===== config.mk =====
export PLATFORM = sky130hd
export DESIGN_NAME = phs_cmd
export DESIGN_NICKNAME = d
export VERILOG_FILES = /design/src/logic/phs_pkg.sv /design/src/logic/phs_line_mem.sv /design/src/logic/phs_cmd.sv
export SDC_FILE = /design/constraint.sdc
export NUM_CORES = 1
export LEC_CHECK = 0
export BUFFER_PORTS_ARGS = -buffer_cell sky130_fd_sc_hd__buf_2
export CAP_MARGIN = 20
export CORE_MARGIN = 8
export CORE_UTILIZATION = 52
export DETAILED_ROUTE_END_ITERATION = 16
export HOLD_SLACK_MARGIN = 0.15
export PLACE_DENSITY = 0.72
export SYNTH_ARGS = -nofsm -noshare
export SYNTH_HDL_FRONTEND = slang
export SYNTH_SLANG_ARGS = --single-unit

===== constraint.sdc =====
create_clock -name clk -period 3.4 [get_ports clk]
set_input_delay 0.68 -clock clk [delete_from_list [all_inputs] [get_ports clk]]
set_output_delay 0.68 -clock clk [all_outputs]
set_load 0.02 [all_outputs]

===== src/logic/phs_pkg.sv =====
// Shared constants and types of the suspend, abort and output-program command block
package phs_pkg;

    // ----------------------------------------
    // Motion kinds reported by the sequencer
    // ----------------------------------------
    typedef enum logic [2:0] {
        MK_NONE = 3'h0,
        MK_POS  = 3'h1,
        MK_REG  = 3'h2,
        MK_FJR  = 3'h3,
        MK_RJR  = 3'h4,
        MK_HOME = 3'h5,
        MK_JOG  = 3'h6
    } phs_kind_t;

    // ----------------------------------------
    // Output modes
    // ----------------------------------------
    typedef enum logic [1:0] {
        OM_INACTIVE = 2'h0,
        OM_ACTIVE   = 2'h1,
        OM_ZONE     = 2'h2,
        OM_KEEP     = 2'h3
    } phs_omode_t;

    localparam phs_omode_t OUT_MODE_RST = OM_INACTIVE;

    // ----------------------------------------
    // Sizes
    // ----------------------------------------
    localparam int LINE_DEPTH = 16;
    localparam int NAME_LEN = 5;
    localparam int NUM_OUT = 8;
    localparam int TAIL_LEN = 4;

    // ----------------------------------------
    // Characters
    // ----------------------------------------
    localparam logic [7:0] CH_CR = 8'h0d;
    localparam logic [7:0] CH_LF = 8'h0a;
    localparam logic [7:0] CH_O = 8'h4f;
    localparam logic [7:0] CH_K = 8'h4b;
    localparam logic [7:0] CH_N = 8'h4e;
    localparam logic [7:0] CH_A = 8'h41;
    localparam logic [7:0] CH_Z = 8'h5a;
    localparam logic [7:0] CH_KEEP = 8'h3a;
    localparam logic [7:0] CH_AXIS_DEF = 8'h31;

    // ----------------------------------------
    // Command names, right aligned
    // ----------------------------------------
    localparam logic [39:0] NM_MOVE = 40'h0000005354;
    localparam logic [39:0] NM_MOVE_ABS = 40'h0000535441;
    localparam logic [39:0] NM_MOVE_INC = 40'h0000535449;
    localparam logic [39:0] NM_REG = 40'h0000005253;
    localparam logic [39:0] NM_REG_ABS = 40'h0000525341;
    localparam logic [39:0] NM_REG_INC = 40'h0000525349;
    localparam logic [39:0] NM_FWD_JOG_REG = 40'h524a4f4750;
    localparam logic [39:0] NM_REV_JOG_REG = 40'h524a4f474e;
    localparam logic [39:0] NM_HOMING = 40'h00005a524e;
    localparam logic [39:0] NM_FWD_JOG = 40'h004a4f4750;
    localparam logic [39:0] NM_REV_JOG = 40'h004a4f474e;
    localparam logic [39:0] NM_HOLD = 40'h00484f4c44;
    localparam logic [39:0] NM_SKIP = 40'h00534b4950;
    localparam logic [39:0] NM_OUT_PROG = 40'h00504f5554;

endpackage : phs_pkg


===== src/logic/phs_line_mem.sv =====
// Line buffer holding one received command line
`timescale 1ns/100ps
`default_nettype none
module phs_line_mem #(
    parameter int DEPTH = 16,
    parameter int AW = 4
) (
    input wire logic clk,
    input wire logic wr_en,
    input wire logic [AW-1:0] wr_addr,
    input wire logic [7:0] wr_data,
    input wire logic [AW-1:0] rd_addr,
    output logic [7:0] rd_data
);
    logic [7:0] mem [DEPTH];

    always_ff @(posedge clk) begin
        if (wr_en) begin
            mem[wr_addr] <= wr_data;
        end
        rd_data <= mem[rd_addr];
    end
endmodule : phs_line_mem
`default_nettype wire


===== src/logic/phs_cmd.sv =====
// Serial command interpreter for suspend, abort and output-program commands
//
// How it works
// - A suspend halts the running move, unless it is a plain jog, and keeps its remainder pending.
// - A suspended positioning move resumes on a plain start command with no argument.
// - A suspended registration move resumes on a plain registration-start command.
// - A suspended jog-with-registration restarts when a jog-with-registration command is reissued.
// - A suspended homing restarts when the homing command is issued again.
// - A suspend during a plain jog stops the jog and keeps nothing pending.
// - A target set before resuming drops the remainder and moves to the new target.
// - A speed changed while suspended is applied when the move resumes.
// - An abort stops the move and discards the remaining distance.
// - The output-program command sets eight outputs from N, A, Z or colon characters.
// - Commands carry an axis prefix and end in CR; replies echo the line and end in CR LF.
`timescale 1ns/100ps
`default_nettype none
module phs_cmd
    import phs_pkg::*;
#(
    parameter logic [7:0] AXIS_CHAR = phs_pkg::CH_AXIS_DEF
) (
    input wire logic clk,
    input wire logic rst_n,
    input wire logic rx_valid,
    input wire logic [7:0] rx_data,
    output logic tx_valid,
    output logic [7:0] tx_data,
    input wire logic tx_ready,
    input wire logic seq_busy,
    input wire phs_pkg::phs_kind_t seq_kind,
    input wire logic target_set,
    input wire logic speed_set,
    input wire logic [phs_pkg::NUM_OUT-1:0] zone_match,
    output logic seq_hold,
    output logic seq_abort,
    output logic seq_start,
    output phs_pkg::phs_kind_t seq_start_kind,
    output logic seq_resume,
    output logic seq_new_target,
    output logic seq_speed_reload,
    output logic pend_valid,
    output logic [phs_pkg::NUM_OUT-1:0] prog_output
);
    import phs_pkg::*;

    localparam int AW = $clog2(LINE_DEPTH);
    localparam int LW = $clog2(LINE_DEPTH + TAIL_LEN);

    typedef enum logic [4:0] {
        S_RECV = 5'h01,
        S_EXEC = 5'h02,
        S_FETCH = 5'h04,
        S_LOAD = 5'h08,
        S_SEND = 5'h10
    } phs_state_t;

    // ----------------------------------------
    // Helpers
    // ----------------------------------------
    function automatic logic is_upper(input logic [7:0] ch);
        return (ch >= CH_A) && (ch <= CH_Z);
    endfunction : is_upper

    function automatic phs_omode_t char_mode(input logic [7:0] ch);
        case (ch)
            CH_N: return OM_INACTIVE;
            CH_A: return OM_ACTIVE;
            CH_Z: return OM_ZONE;
            default: return OM_KEEP;
        endcase
    endfunction : char_mode

    function automatic phs_kind_t start_kind(input logic [39:0] nm);
        case (nm)
            NM_MOVE, NM_MOVE_ABS, NM_MOVE_INC: return MK_POS;
            NM_REG, NM_REG_ABS, NM_REG_INC: return MK_REG;
            NM_FWD_JOG_REG: return MK_FJR;
            NM_REV_JOG_REG: return MK_RJR;
            NM_HOMING: return MK_HOME;
            NM_FWD_JOG, NM_REV_JOG: return MK_JOG;
            default: return MK_NONE;
        endcase
    endfunction : start_kind

    function automatic logic [7:0] tail_char(input logic [1:0] i);
        case (i)
            2'h0: return CH_O;
            2'h1: return CH_K;
            2'h2: return CH_CR;
            default: return CH_LF;
        endcase
    endfunction : tail_char

    // ----------------------------------------
    // Parser state
    // ----------------------------------------
    phs_state_t state;
    logic [LW-1:0] idx;
    logic [LW-1:0] line_len;
    logic [LW-1:0] tx_idx;
    logic overflow;
    logic prefix_ok;
    logic [39:0] name;
    logic [2:0] name_cnt;
    logic name_done;
    logic has_arg;
    logic [3:0] output_program_cmd_cnt;
    logic output_program_cmd_bad;
    phs_omode_t output_program_cmd_stage [NUM_OUT];
    phs_omode_t out_mode [NUM_OUT];
    phs_kind_t pend_kind;
    logic target_dirty;
    logic speed_dirty;
    logic [7:0] rd_data;
    logic [7:0] last_sent;

    logic rx_take;
    logic rx_char;
    logic line_ok;
    logic exec_hold;
    logic exec_skip;
    logic exec_output_program_cmd;
    logic exec_start;
    logic exec_ours;
    logic tx_last;
    phs_kind_t kind_now;
    logic resume_match;

    assign rx_take = (state == S_RECV) && rx_valid;
    assign rx_char = rx_take && (rx_data != CH_CR);
    assign line_ok = (state == S_EXEC) && prefix_ok && !overflow;
    assign kind_now = start_kind(name);
    assign exec_hold = line_ok && (name == NM_HOLD) && !has_arg;
    assign exec_skip = line_ok && (name == NM_SKIP) && !has_arg;
    assign exec_output_program_cmd = line_ok && (name == NM_OUT_PROG) && (output_program_cmd_cnt == 4'(NUM_OUT)) && !output_program_cmd_bad;
    assign exec_start = line_ok && (kind_now != MK_NONE);
    assign exec_ours = exec_hold || exec_skip || exec_output_program_cmd;
    assign tx_valid = (state == S_SEND);
    assign tx_last = tx_valid && tx_ready && (tx_idx == LW'(line_len + LW'(TAIL_LEN - 1)));

    always_comb begin
        case (kind_now)
            MK_POS: resume_match = (pend_kind == MK_POS) && (name == NM_MOVE) && !has_arg;
            MK_REG: resume_match = (pend_kind == MK_REG) && (name == NM_REG) && !has_arg;
            MK_FJR, MK_RJR: resume_match = (pend_kind == MK_FJR) || (pend_kind == MK_RJR);
            MK_HOME: resume_match = (pend_kind == MK_HOME);
            default: resume_match = 1'b0;
        endcase
    end

    phs_line_mem #(.DEPTH(LINE_DEPTH), .AW(AW)) u_mem (
        .clk(clk),
        .wr_en(rx_char && (idx < LW'(LINE_DEPTH))),
        .wr_addr(idx[AW-1:0]),
        .wr_data(rx_data),
        .rd_addr(tx_idx[AW-1:0]),
        .rd_data(rd_data)
    );

    // ----------------------------------------
    // Line framing and sequencing
    // ----------------------------------------
    always_ff @(posedge clk or negedge rst_n) begin
        if (!rst_n) begin
            state <= S_RECV;
            tx_idx <= '0;
            line_len <= '0;
        end else begin
            case (state)
                S_RECV: if (rx_take && (rx_data == CH_CR)) begin
                    state <= S_EXEC;
                    line_len <= idx;
                end
                S_EXEC: begin
                    tx_idx <= '0;
                    state <= exec_ours ? S_FETCH : S_RECV;
                end
                S_FETCH: state <= S_LOAD;
                S_LOAD: state <= S_SEND;
                S_SEND: if (tx_ready) begin
                    tx_idx <= LW'(tx_idx + 1'b1);
                    state <= tx_last ? S_RECV : S_FETCH;
                end
                default: state <= S_RECV;
            endcase
        end
    end

    always_ff @(posedge clk or negedge rst_n) begin
        if (!rst_n) begin
            tx_data <= '0;
        end else if (state == S_LOAD) begin
            tx_data <= (tx_idx < line_len) ? rd_data : tail_char(2'(tx_idx - line_len));
        end
    end

    // Last handed-over reply character
    always_ff @(posedge clk or negedge rst_n) begin
        if (!rst_n) begin
            last_sent <= '0;
        end else if (tx_valid && tx_ready) begin
            last_sent <= tx_data;
        end
    end

    // ----------------------------------------
    // Name and argument capture
    // ----------------------------------------
    always_ff @(posedge clk or negedge rst_n) begin
        if (!rst_n) begin
            idx <= '0;
            overflow <= 1'b0;
            prefix_ok <= 1'b0;
            name <= '0;
            name_cnt <= '0;
            name_done <= 1'b0;
            has_arg <= 1'b0;
            output_program_cmd_cnt <= '0;
            output_program_cmd_bad <= 1'b0;
            for (int i = 0; i < NUM_OUT; i++) begin
                output_program_cmd_stage[i] <= OM_KEEP;
            end
        end else if (state == S_EXEC) begin
            idx <= '0;
            overflow <= 1'b0;
            prefix_ok <= 1'b0;
            name <= '0;
            name_cnt <= '0;
            name_done <= 1'b0;
            has_arg <= 1'b0;
            output_program_cmd_cnt <= '0;
            output_program_cmd_bad <= 1'b0;
        end else if (rx_char) begin
            if (idx < LW'(LINE_DEPTH)) begin
                idx <= LW'(idx + 1'b1);
            end else begin
                overflow <= 1'b1;
            end
            if (idx == '0) begin
                prefix_ok <= (rx_data == AXIS_CHAR);
            end else if (!name_done && is_upper(rx_data) && (name != NM_OUT_PROG) && (name_cnt < 3'(NAME_LEN))) begin
                name <= {name[31:0], rx_data};
                name_cnt <= 3'(name_cnt + 1'b1);
            end else begin
                name_done <= 1'b1;
                has_arg <= 1'b1;
                if (output_program_cmd_cnt < 4'(NUM_OUT)) begin
                    output_program_cmd_stage[output_program_cmd_cnt[2:0]] <= char_mode(rx_data);
                    output_program_cmd_cnt <= 4'(output_program_cmd_cnt + 1'b1);
                    output_program_cmd_bad <= output_program_cmd_bad || ((char_mode(rx_data) == OM_KEEP) && (rx_data != CH_KEEP));
                end else begin
                    output_program_cmd_bad <= 1'b1;
                end
            end
        end
    end

    // ----------------------------------------
    // Motion commands
    // ----------------------------------------
    always_ff @(posedge clk or negedge rst_n) begin
        if (!rst_n) begin
            seq_hold <= 1'b0;
            seq_abort <= 1'b0;
            seq_start <= 1'b0;
            seq_start_kind <= MK_NONE;
            seq_resume <= 1'b0;
            seq_new_target <= 1'b0;
            seq_speed_reload <= 1'b0;
        end else begin
            seq_hold <= exec_hold && seq_busy && (seq_kind != MK_JOG);
            seq_abort <= exec_skip || (exec_hold && seq_busy && (seq_kind == MK_JOG));
            seq_start <= exec_start;
            if (exec_start) begin
                seq_start_kind <= kind_now;
                seq_resume <= pend_valid && resume_match && !target_dirty;
                seq_new_target <= target_dirty;
                seq_speed_reload <= speed_dirty;
            end
        end
    end

    always_ff @(posedge clk or negedge rst_n) begin
        if (!rst_n) begin
            pend_valid <= 1'b0;
            pend_kind <= MK_NONE;
        end else if (exec_hold && seq_busy && (seq_kind != MK_JOG)) begin
            pend_valid <= 1'b1;
            pend_kind <= seq_kind;
        end else if (exec_skip || exec_start || (exec_hold && seq_busy)) begin
            pend_valid <= 1'b0;
            pend_kind <= MK_NONE;
        end
    end

    always_ff @(posedge clk or negedge rst_n) begin
        if (!rst_n) begin
            target_dirty <= 1'b0;
            speed_dirty <= 1'b0;
        end else begin
            if (target_set) begin
                target_dirty <= 1'b1;
            end else if (exec_start) begin
                target_dirty <= 1'b0;
            end
            if (speed_set) begin
                speed_dirty <= 1'b1;
            end else if (exec_start) begin
                speed_dirty <= 1'b0;
            end
        end
    end

    // ----------------------------------------
    // Programmable outputs
    // ----------------------------------------
    always_ff @(posedge clk or negedge rst_n) begin
        if (!rst_n) begin
            for (int i = 0; i < NUM_OUT; i++) begin
                out_mode[i] <= OUT_MODE_RST;
            end
        end else if (exec_output_program_cmd) begin
            for (int i = 0; i < NUM_OUT; i++) begin
                if (output_program_cmd_stage[i] != OM_KEEP) begin
                    out_mode[i] <= output_program_cmd_stage[i];
                end
            end
        end
    end

    always_ff @(posedge clk or negedge rst_n) begin
        if (!rst_n) begin
            prog_output <= '0;
        end else begin
            for (int i = 0; i < NUM_OUT; i++) begin
                prog_output[i] <= (out_mode[i] == OM_ACTIVE) || ((out_mode[i] == OM_ZONE) && zone_match[i]);
            end
        end
    end

    // ----------------------------------------
    // Checks
    // ----------------------------------------
    property p_hold_keeps;
        @(posedge clk) disable iff (!rst_n)
        (exec_hold && seq_busy && seq_kind != MK_JOG) |=> (seq_hold && pend_valid && !seq_abort);
    endproperty
    a_hold_keeps: assert property (p_hold_keeps) else $error("suspend did not keep remainder");

    property p_resume_pos;
        @(posedge clk) disable iff (!rst_n)
        (exec_start && name == NM_MOVE && !has_arg && pend_valid && pend_kind == MK_POS && !target_dirty)
            |=> (seq_start && seq_resume && seq_start_kind == MK_POS);
    endproperty
    a_resume_pos: assert property (p_resume_pos) else $error("plain start did not resume");

    property p_resume_reg;
        @(posedge clk) disable iff (!rst_n)
        (exec_start && name == NM_REG && !has_arg && pend_valid && pend_kind == MK_REG && !target_dirty)
            |=> (seq_resume && seq_start_kind == MK_REG);
    endproperty
    a_resume_reg: assert property (p_resume_reg) else $error("registration start did not resume");

    property p_restart_rjog;
        @(posedge clk) disable iff (!rst_n)
        (exec_start && (name == NM_FWD_JOG_REG || name == NM_REV_JOG_REG) && pend_valid && pend_kind == MK_FJR
            && !target_dirty)
            |=> seq_resume ##1 !pend_valid;
    endproperty
    a_restart_rjog: assert property (p_restart_rjog) else $error("jog with registration did not restart");

    property p_restart_home;
        @(posedge clk) disable iff (!rst_n)
        (exec_start && name == NM_HOMING && pend_valid && pend_kind == MK_HOME && !target_dirty) |=> seq_resume;
    endproperty
    a_restart_home: assert property (p_restart_home) else $error("homing did not restart");

    property p_jog_stop;
        @(posedge clk) disable iff (!rst_n)
        (exec_hold && seq_busy && seq_kind == MK_JOG) |=> (seq_abort && !seq_hold && !pend_valid);
    endproperty
    a_jog_stop: assert property (p_jog_stop) else $error("jog not stopped outright");

    property p_new_target;
        @(posedge clk) disable iff (!rst_n)
        (exec_start && target_dirty) |=> (seq_new_target && !seq_resume);
    endproperty
    a_new_target: assert property (p_new_target) else $error("remainder kept despite new target");

    property p_speed;
        @(posedge clk) disable iff (!rst_n)
        (exec_start && speed_dirty) |=> seq_speed_reload;
    endproperty
    a_speed: assert property (p_speed) else $error("new speed not applied");

    property p_skip;
        @(posedge clk) disable iff (!rst_n)
        exec_skip |=> (seq_abort && !pend_valid);
    endproperty
    a_skip: assert property (p_skip) else $error("abort left a remainder");

    property p_output_program_cmd;
        @(posedge clk) disable iff (!rst_n)
        (exec_output_program_cmd && output_program_cmd_stage[0] == OM_ACTIVE) |=> ##1 prog_output[0];
    endproperty
    a_output_program_cmd: assert property (p_output_program_cmd) else $error("output 0 not driven active");

    property p_frame_end;
        @(posedge clk) disable iff (!rst_n)
        tx_last |-> (tx_data == CH_LF) && (last_sent == CH_CR);
    endproperty
    a_frame_end: assert property (p_frame_end) else $error("reply not ended by CR LF");

    property p_ack;
        @(posedge clk) disable iff (!rst_n)
        exec_ours |=> ##2 tx_valid;
    endproperty
    a_ack: assert property (p_ack) else $error("accepted command got no reply");

    property p_abort_fresh;
        @(posedge clk) disable iff (!rst_n)
        (exec_start && !pend_valid) |=> (seq_start && !seq_resume);
    endproperty
    a_abort_fresh: assert property (p_abort_fresh) else $error("start resumed after abort");
endmodule : phs_cmd
`default_nettype wire


======== Word level (Yosys, flattened, before mapping) ========
Memories as Yosys holds them, arrays and structs flattened. A register that Yosys moved wholly into a read port is not among the register bits.
Cells that the tools add are included.
storage, ports and cells
  word-level logic and storage cells ...... 284
  bits in registers ....................... 134
  memory bits (writable) .................. 128
  memories kept ........................... 1
  output and inout bits ................... 27
  input bits .............................. 26
memory list
  memory     words  width  rd ports  clocked after memory_dff  wr ports  RTL line            RTL
  u_mem.mem  16     8      1         1                         1         phs_line_mem.sv:15  logic [7:0] mem [DEPTH];
cells by class
  add/subtract/negate cells ............... 6
  $lt $le $gt $ge ......................... 8
  eq/ne operators ......................... 73
  bitwise gates (word level) .............. 4
  reduce and logical (&&, ||, !) cells .... 92
  muxes and demuxes ....................... 60
operators with widths
  kind                                                                        number
  40-bit by 23-bit equality test with 1-bit output (second input constant)    5
  40-bit by 31-bit equality test with 1-bit output (second input constant)    5
  40-bit 2-to-1 mux                                                           4
  40-bit by 15-bit equality test with 1-bit output (second input constant)    2
  40-bit by 39-bit equality test with 1-bit output (second input constant)    2
  40-bit by 31-bit inequality test with 1-bit output (second input constant)  1
  1-bit logical AND                                                           39
  5-bit 2-to-1 mux                                                            6
  2-bit AND reduction                                                         14
  5-bit one-hot mux with 5 select lines                                       1
  8-bit by 7-bit equality test with 1-bit output (second input constant)      3
  3-bit 2-to-1 mux                                                            8
  1-bit 2-to-1 mux                                                            22
  2-bit inequality test (second input constant)                               11
  7-bit one-hot mux with 3 select lines                                       1
  2-bit equality test (second input constant)                                 10
  4-bit 2-to-1 mux                                                            5
  2-bit by 1-bit equality test with 1-bit output (second input constant)      9
  3-bit one-hot mux with 6 select lines                                       1
  2-bit nonzero test                                                          9
  16-bit bitwise mux                                                          1
  3-bit equality test (second input constant)                                 5
  1-bit logical OR                                                            15
  3-bit by 2-bit equality test with 1-bit output (second input constant)      4
  other kinds (44)                                                            60

======== Logic depth before layout (Yosys ltp) ========
  depth after elaboration ................. 17
  mapped depth ............................ 13
  depth with buffers taken out ............ 10

======== Cells and area by module ========
Synthesis repeated with hierarchy kept, for this count alone.
second synthesis, totals
  cell total of the unflattened synthesis .. 949
  area, all modules ....................... 11,970.2 µm²
modules (own cells, without submodules)
  module        cells each  sequential area each (µm²)  area an instance (µm²)  times used
  phs_cmd       720         3,374.5                     6,822.8                 1
  phs_line_mem  229         4,003.8                     5,147.4                 1

======== Worst setup path after synthesis ========
Ideal clock, no wire load.
  path kind ............................... register to register
  start ................................... register name[35]
  end ..................................... register output_program_cmd_stage[2] (netlist bit)
  clock period less this slack ............ 3,087 ps
  stages on the path, launching flop included .. 11
  data required time ...................... 3,318 ps
  path slack .............................. 313 ps
  library setup time ...................... 82 ps
  arrival time ............................ 3,005 ps
  path buffers ............................ 1
  cells stage by stage .................... dfrtp_1 or4_1 or3b_1 buf_2 or4_4 o21ai_2 nand3_4 nor2_8 nand2_2 nor3b_2 mux2_2
on the way
  longest elaborated chain between the ends .. 5
RTL lines
  what                                                RTL line        RTL
  from (decl)                                         phs_cmd.sv:103  logic [39:0] name;
  from (signal assigned)                              phs_cmd.sv:242  name <= {name[31:0], rx_data};
  40-bit by 31-bit inequality test with 1-bit output  phs_cmd.sv:241  end else if (!name_done && is_upper(rx_data) && (name != NM_OUT_PROG) && (name_cnt < 3'(NAME_LEN))) begin
  1-bit logical AND (2 in series)                     phs_cmd.sv:241
  1-bit NOT (no line)                                 n/a
  5-bit AND reduction (no line)                       n/a
  to (signal, indexed assignment)                     phs_cmd.sv:248  output_program_cmd_stage[output_program_cmd_cnt[2:0]] <= char_mode(rx_data);
  to (decl)                                           phs_cmd.sv:109  phs_omode_t output_program_cmd_stage [NUM_OUT];
Every way passes these cells.
A chain may end at the register's enable or synchronous reset.

======== Final worst setup path ========
  start ................................... register name[35]
  end ..................................... register output_program_cmd_stage[3] (netlist bit)
The elaborated chain is that of the path after synthesis.

==> key figures <==
Detailed routing
  – ANT nets after route: 0
  – # DRC: 0
  – Vias: 7605
  – Drt first pass iters: 6
  – Initial drt markers: about 700
  – Vias per cell: 5.766
  – Post-detailed-routing wire length: between 20000 and 30000 µm
  – Wire per inst: about 19 µm

Finish
  – Core Util, Final: around 60%
  – Post-layout nets: 1052
  – Non-filler cells, final: 1319
  – Fraction of layout cells with a size suffix above 1: between 20% and 30%
  – Synthesis-to-finish area growth: 14.32%
  – Reg area: roughly 7400 µm²
  – Area of the multi-input gates: approximately 4200 µm²
  – Filler Cell Count: approximately 1700
  – # diodes: 0

Worst setup path
  – Required time worst endpoint: 3.86 ns
  – Levels on crit path: 9
  – Critical Path AT: around 3.7 ns
  – Worst path buffer plus inverter count: 0
  – Startpoint Class: flop
  – CP Capture Type: flop
  – CP max FO: 6
  – Slowest stage delay, CP: 0.56 ns
  – Reg-to-reg endpoint: output_program_cmd_stage[3]
  – Worst setup path startpoint: name[35]
  – R2R Setup Slk: between 0.15 and 0.2 ns
  – R2r worst-path depth: 9
  – CP delay by family, top: simple AND/OR/NAND/NOR gates
  – CP endpoint: output_program_cmd_stage[3]
  – CP Cell Sequence: or4_1, or3b_1, or4_4, o21ai_2, nand3_4, nor2_8, nand2_2, nor3b_2, mux2_2
  – Critical R2R Launch: name[35]
  – Crit-path slowest cell: or4_4
  – Setup CP Type: reg -> reg

STA
  – Fin. max-slew vios: 0
  – Final count of hold timing violations: 0
  – Setup Skew: 0.01370 ns
  – Crit share post-route: approximately 95%
  – RSZ-0062 raised after global routing: no
  – Rel. slew slack: 31.66%
  – Least-Margin Pin Slew: roughly 1.0 ns
  – Min Tclk post-route: between 3 and 4 ns
  – Setup Viol. Count Final: 0
  – Fmax: 0.3092 GHz
  – Final setup TNS: 0 ns

CTS
  – Reg clk slew, reported paths: around 0.060 ns
  – CTS root buf: clkbuf_16
  – Resized cells post-CTS: 0
  – Max clock buf depth: 3
  – Post-CTS Hold Fix Bufs: 0
  – H-tree depth: 1
  – CTS tree: yes
  – Clock sinks: 270
  – Clk_lat worst skew: about 0.53 ns
  – Setup bufs post-CTS: 0
  – Clock buffer count from CTS: 28

Synth
  – Main synth FF type: edfxtp_1
  – Ys async rst share: roughly half
  – Area contributors post-synth: edfxtp_1 33%, dfrtp_1 25%, mux4_2 7.6%, nor2_1 4.0%, dfstp_2 3.8%
  – Post-Synth Adder-Cell Area: about 1.5%
  – Simple logic cell fraction of the synthesized area: 16.24%
  – Synth Area in Compound Gates: approximately 4.3%
  – XOR/XNOR share of the synthesized area: between 1 and 1.5%
  – Flops & latches, synth: 270
  – Yosys warns: 0
  – Top cell type's share of synthesized area: around a third
  – Netlist cell types: between 60 and 70
  – Sequential cell area fraction in the yosys report: between 60 and 70%
  – Largest family of logic cells by synthesized area: simple AND/OR/NAND/NOR gates
  – Mean Syn Cell Area: approximately 13 µm²
  – Yosys top cell by area: edfxtp_1
  – Syn Inst Count: just over 900
  – Proportion of synthesized area in mux cells: 12.45%
  – Mapped Nets: just under 1000
  – Count leader, synth: edfxtp_1
  – Synth top cells by count: 128 x edfxtp_1, 125 x nor2_1, 117 x dfrtp_1
  – Post-synth EDFFs: between 100 and 150
  – Synth Cell Area: roughly 12000 µm²

Global routing
  – Vias in the first global route: about 7600
  – Largest net degree at the start of global routing: just under 80
  – Initial antenna violation count: 0
  – Total GRT Usage: a little under a fifth
  – First-pass GRT wire length: approximately 42000 µm
  – GRT overflow: 0

Floorplan
  – Initial Utilization: a little over half
  – Die width: between 150 and 200 µm
  – I/O pins: 53
  – DIE AREA: between 20000 and 30000 µm²
  – Die Span Y: around 170 µm
  – Row count: 55
  – Core box area: 22430 µm²

Place
  – # placed instances: approximately 1300
  – Hpwl dp: 17410 µm
  – Gpl congestion: about 0.9
  – Port-buffer cells: 52

Power
  – Switching pwr: about 1.8 mW
  – Clock share of power: 38.0%
  – Comb power frac: 9.0%
  – Worst vdd ir: approximately 0.33 mV
  – Sequential Power Share: a little over half
  – P_int: 5.677 mW
  – Leak: around 5.2 nW
  – Net Sw Frac: a little under a quarter
  – Pwr per Cell Area: between 500 and 600 nW/µm²

Min path
  – Worst Hold Class: in -> async

Flow run
  – Max-cap violations: 0

Status
  – Status: completed
==> cell type report <==
type | instances | area share (%)
Multi-Input combinational cell | 602 | 31.34
Tap cell | 285 | 2.646
Clock inverter | 7 | 0.3899
Timing Repair Buffer | 89 | 4.224
Inverter | 21 | 0.5849
Clock buffer | 45 | 6.053
Sequential cell | 270 | 54.76
==> power by group through the flow <==
stage	clock, mW	sequential (mW)	combinational [mW]
2_1_floorplan	0	3.91	0.494
3_3_place_gp	0	4.01	0.642
3_5_place_dp	0	4.01	0.663
4_1_cts	2.90	3.95	0.674
5_1_grt	3.05	3.99	0.750
6_report	2.84	3.95	0.669
==> worst min path at each step <==
stage | cells past startpoint | end
4_1_cts | 1 | tx_data[4]
2_1_floorplan | 0 | has_arg
5_1_grt | 1 | tx_data[4]
3_5_place_dp | 2 | tx_data[4]
6_report | 1 | tx_data[4]
3_3_place_gp | 2 | tx_data[4]
==> metal layers <==
| metal | vias up | GRT usage [%] | part of all wire (%) |
|---|---|---|---|
| met5 | - | 0 | 0 |
| met4 | 0 | 4.661 | 1.7 |
| met3 | 34 | 3.570 | 6.9 |
| met2 | 233 | 29.60 | 46 |
| met1 | 3773 | 25.84 | 45 |
| li1 | 3565 | - | - |
==> state kept, by name, summed over array words and instances (netlist names), 3 cells and up <==
register	cells
output_program_cmd_cnt	4
pend_kind	3
state	5
line_len	5
output_program_cmd_stage	16
name	40
idx	5
tx_data	8
seq_start_kind	3
out_mode	16
name_cnt	3
prog_output	8
u_mem.mem	128
tx_idx	5
u_mem.rd_data	8
==> cells in the final DEF, fill, tap and decap left out, drive strengths merged, types with 17 or more instances in the layout <==
cell type,count
edfxtp,128
o21ai,50
nor2,126
inv,22
buf,89
clkbuf,45
nand3,23
nand2,117
nor3,20
dfstp,17
mux4,40
dfrtp,117
mux2i,33
nor4,23
mux2,21
==> kinds of logic (layout without fill, tap and decap cells) <==
family / after synthesis / in the layout
AOI/OAI and AO/OA: 84 / 84
xor gates and xnor gates: 17 / 17
adders and majority gates: 14 / 14
buffers and inverters: 53 / 162
DFF: 270 / 270
muxes: 94 / 94
and+or+nand+nor: 393 / 393
==> through the flow <==
step           cell area [µm²]  hold WS, ns  setup WS, ns  power (mW)
2_1_floorplan            11790       0.3844        0.3132       4.404
3_3_place_gp             12600       0.4228        0.2020       4.648
3_5_place_dp             12600       0.4365        0.1670       4.672
4_1_cts                  13470       0.1952        0.1544       7.526
5_1_grt                  13480       0.2105       0.01093       7.782
6_report                 13480       0.1553        0.1657       7.456
Power figures use the tool's default switching activity.
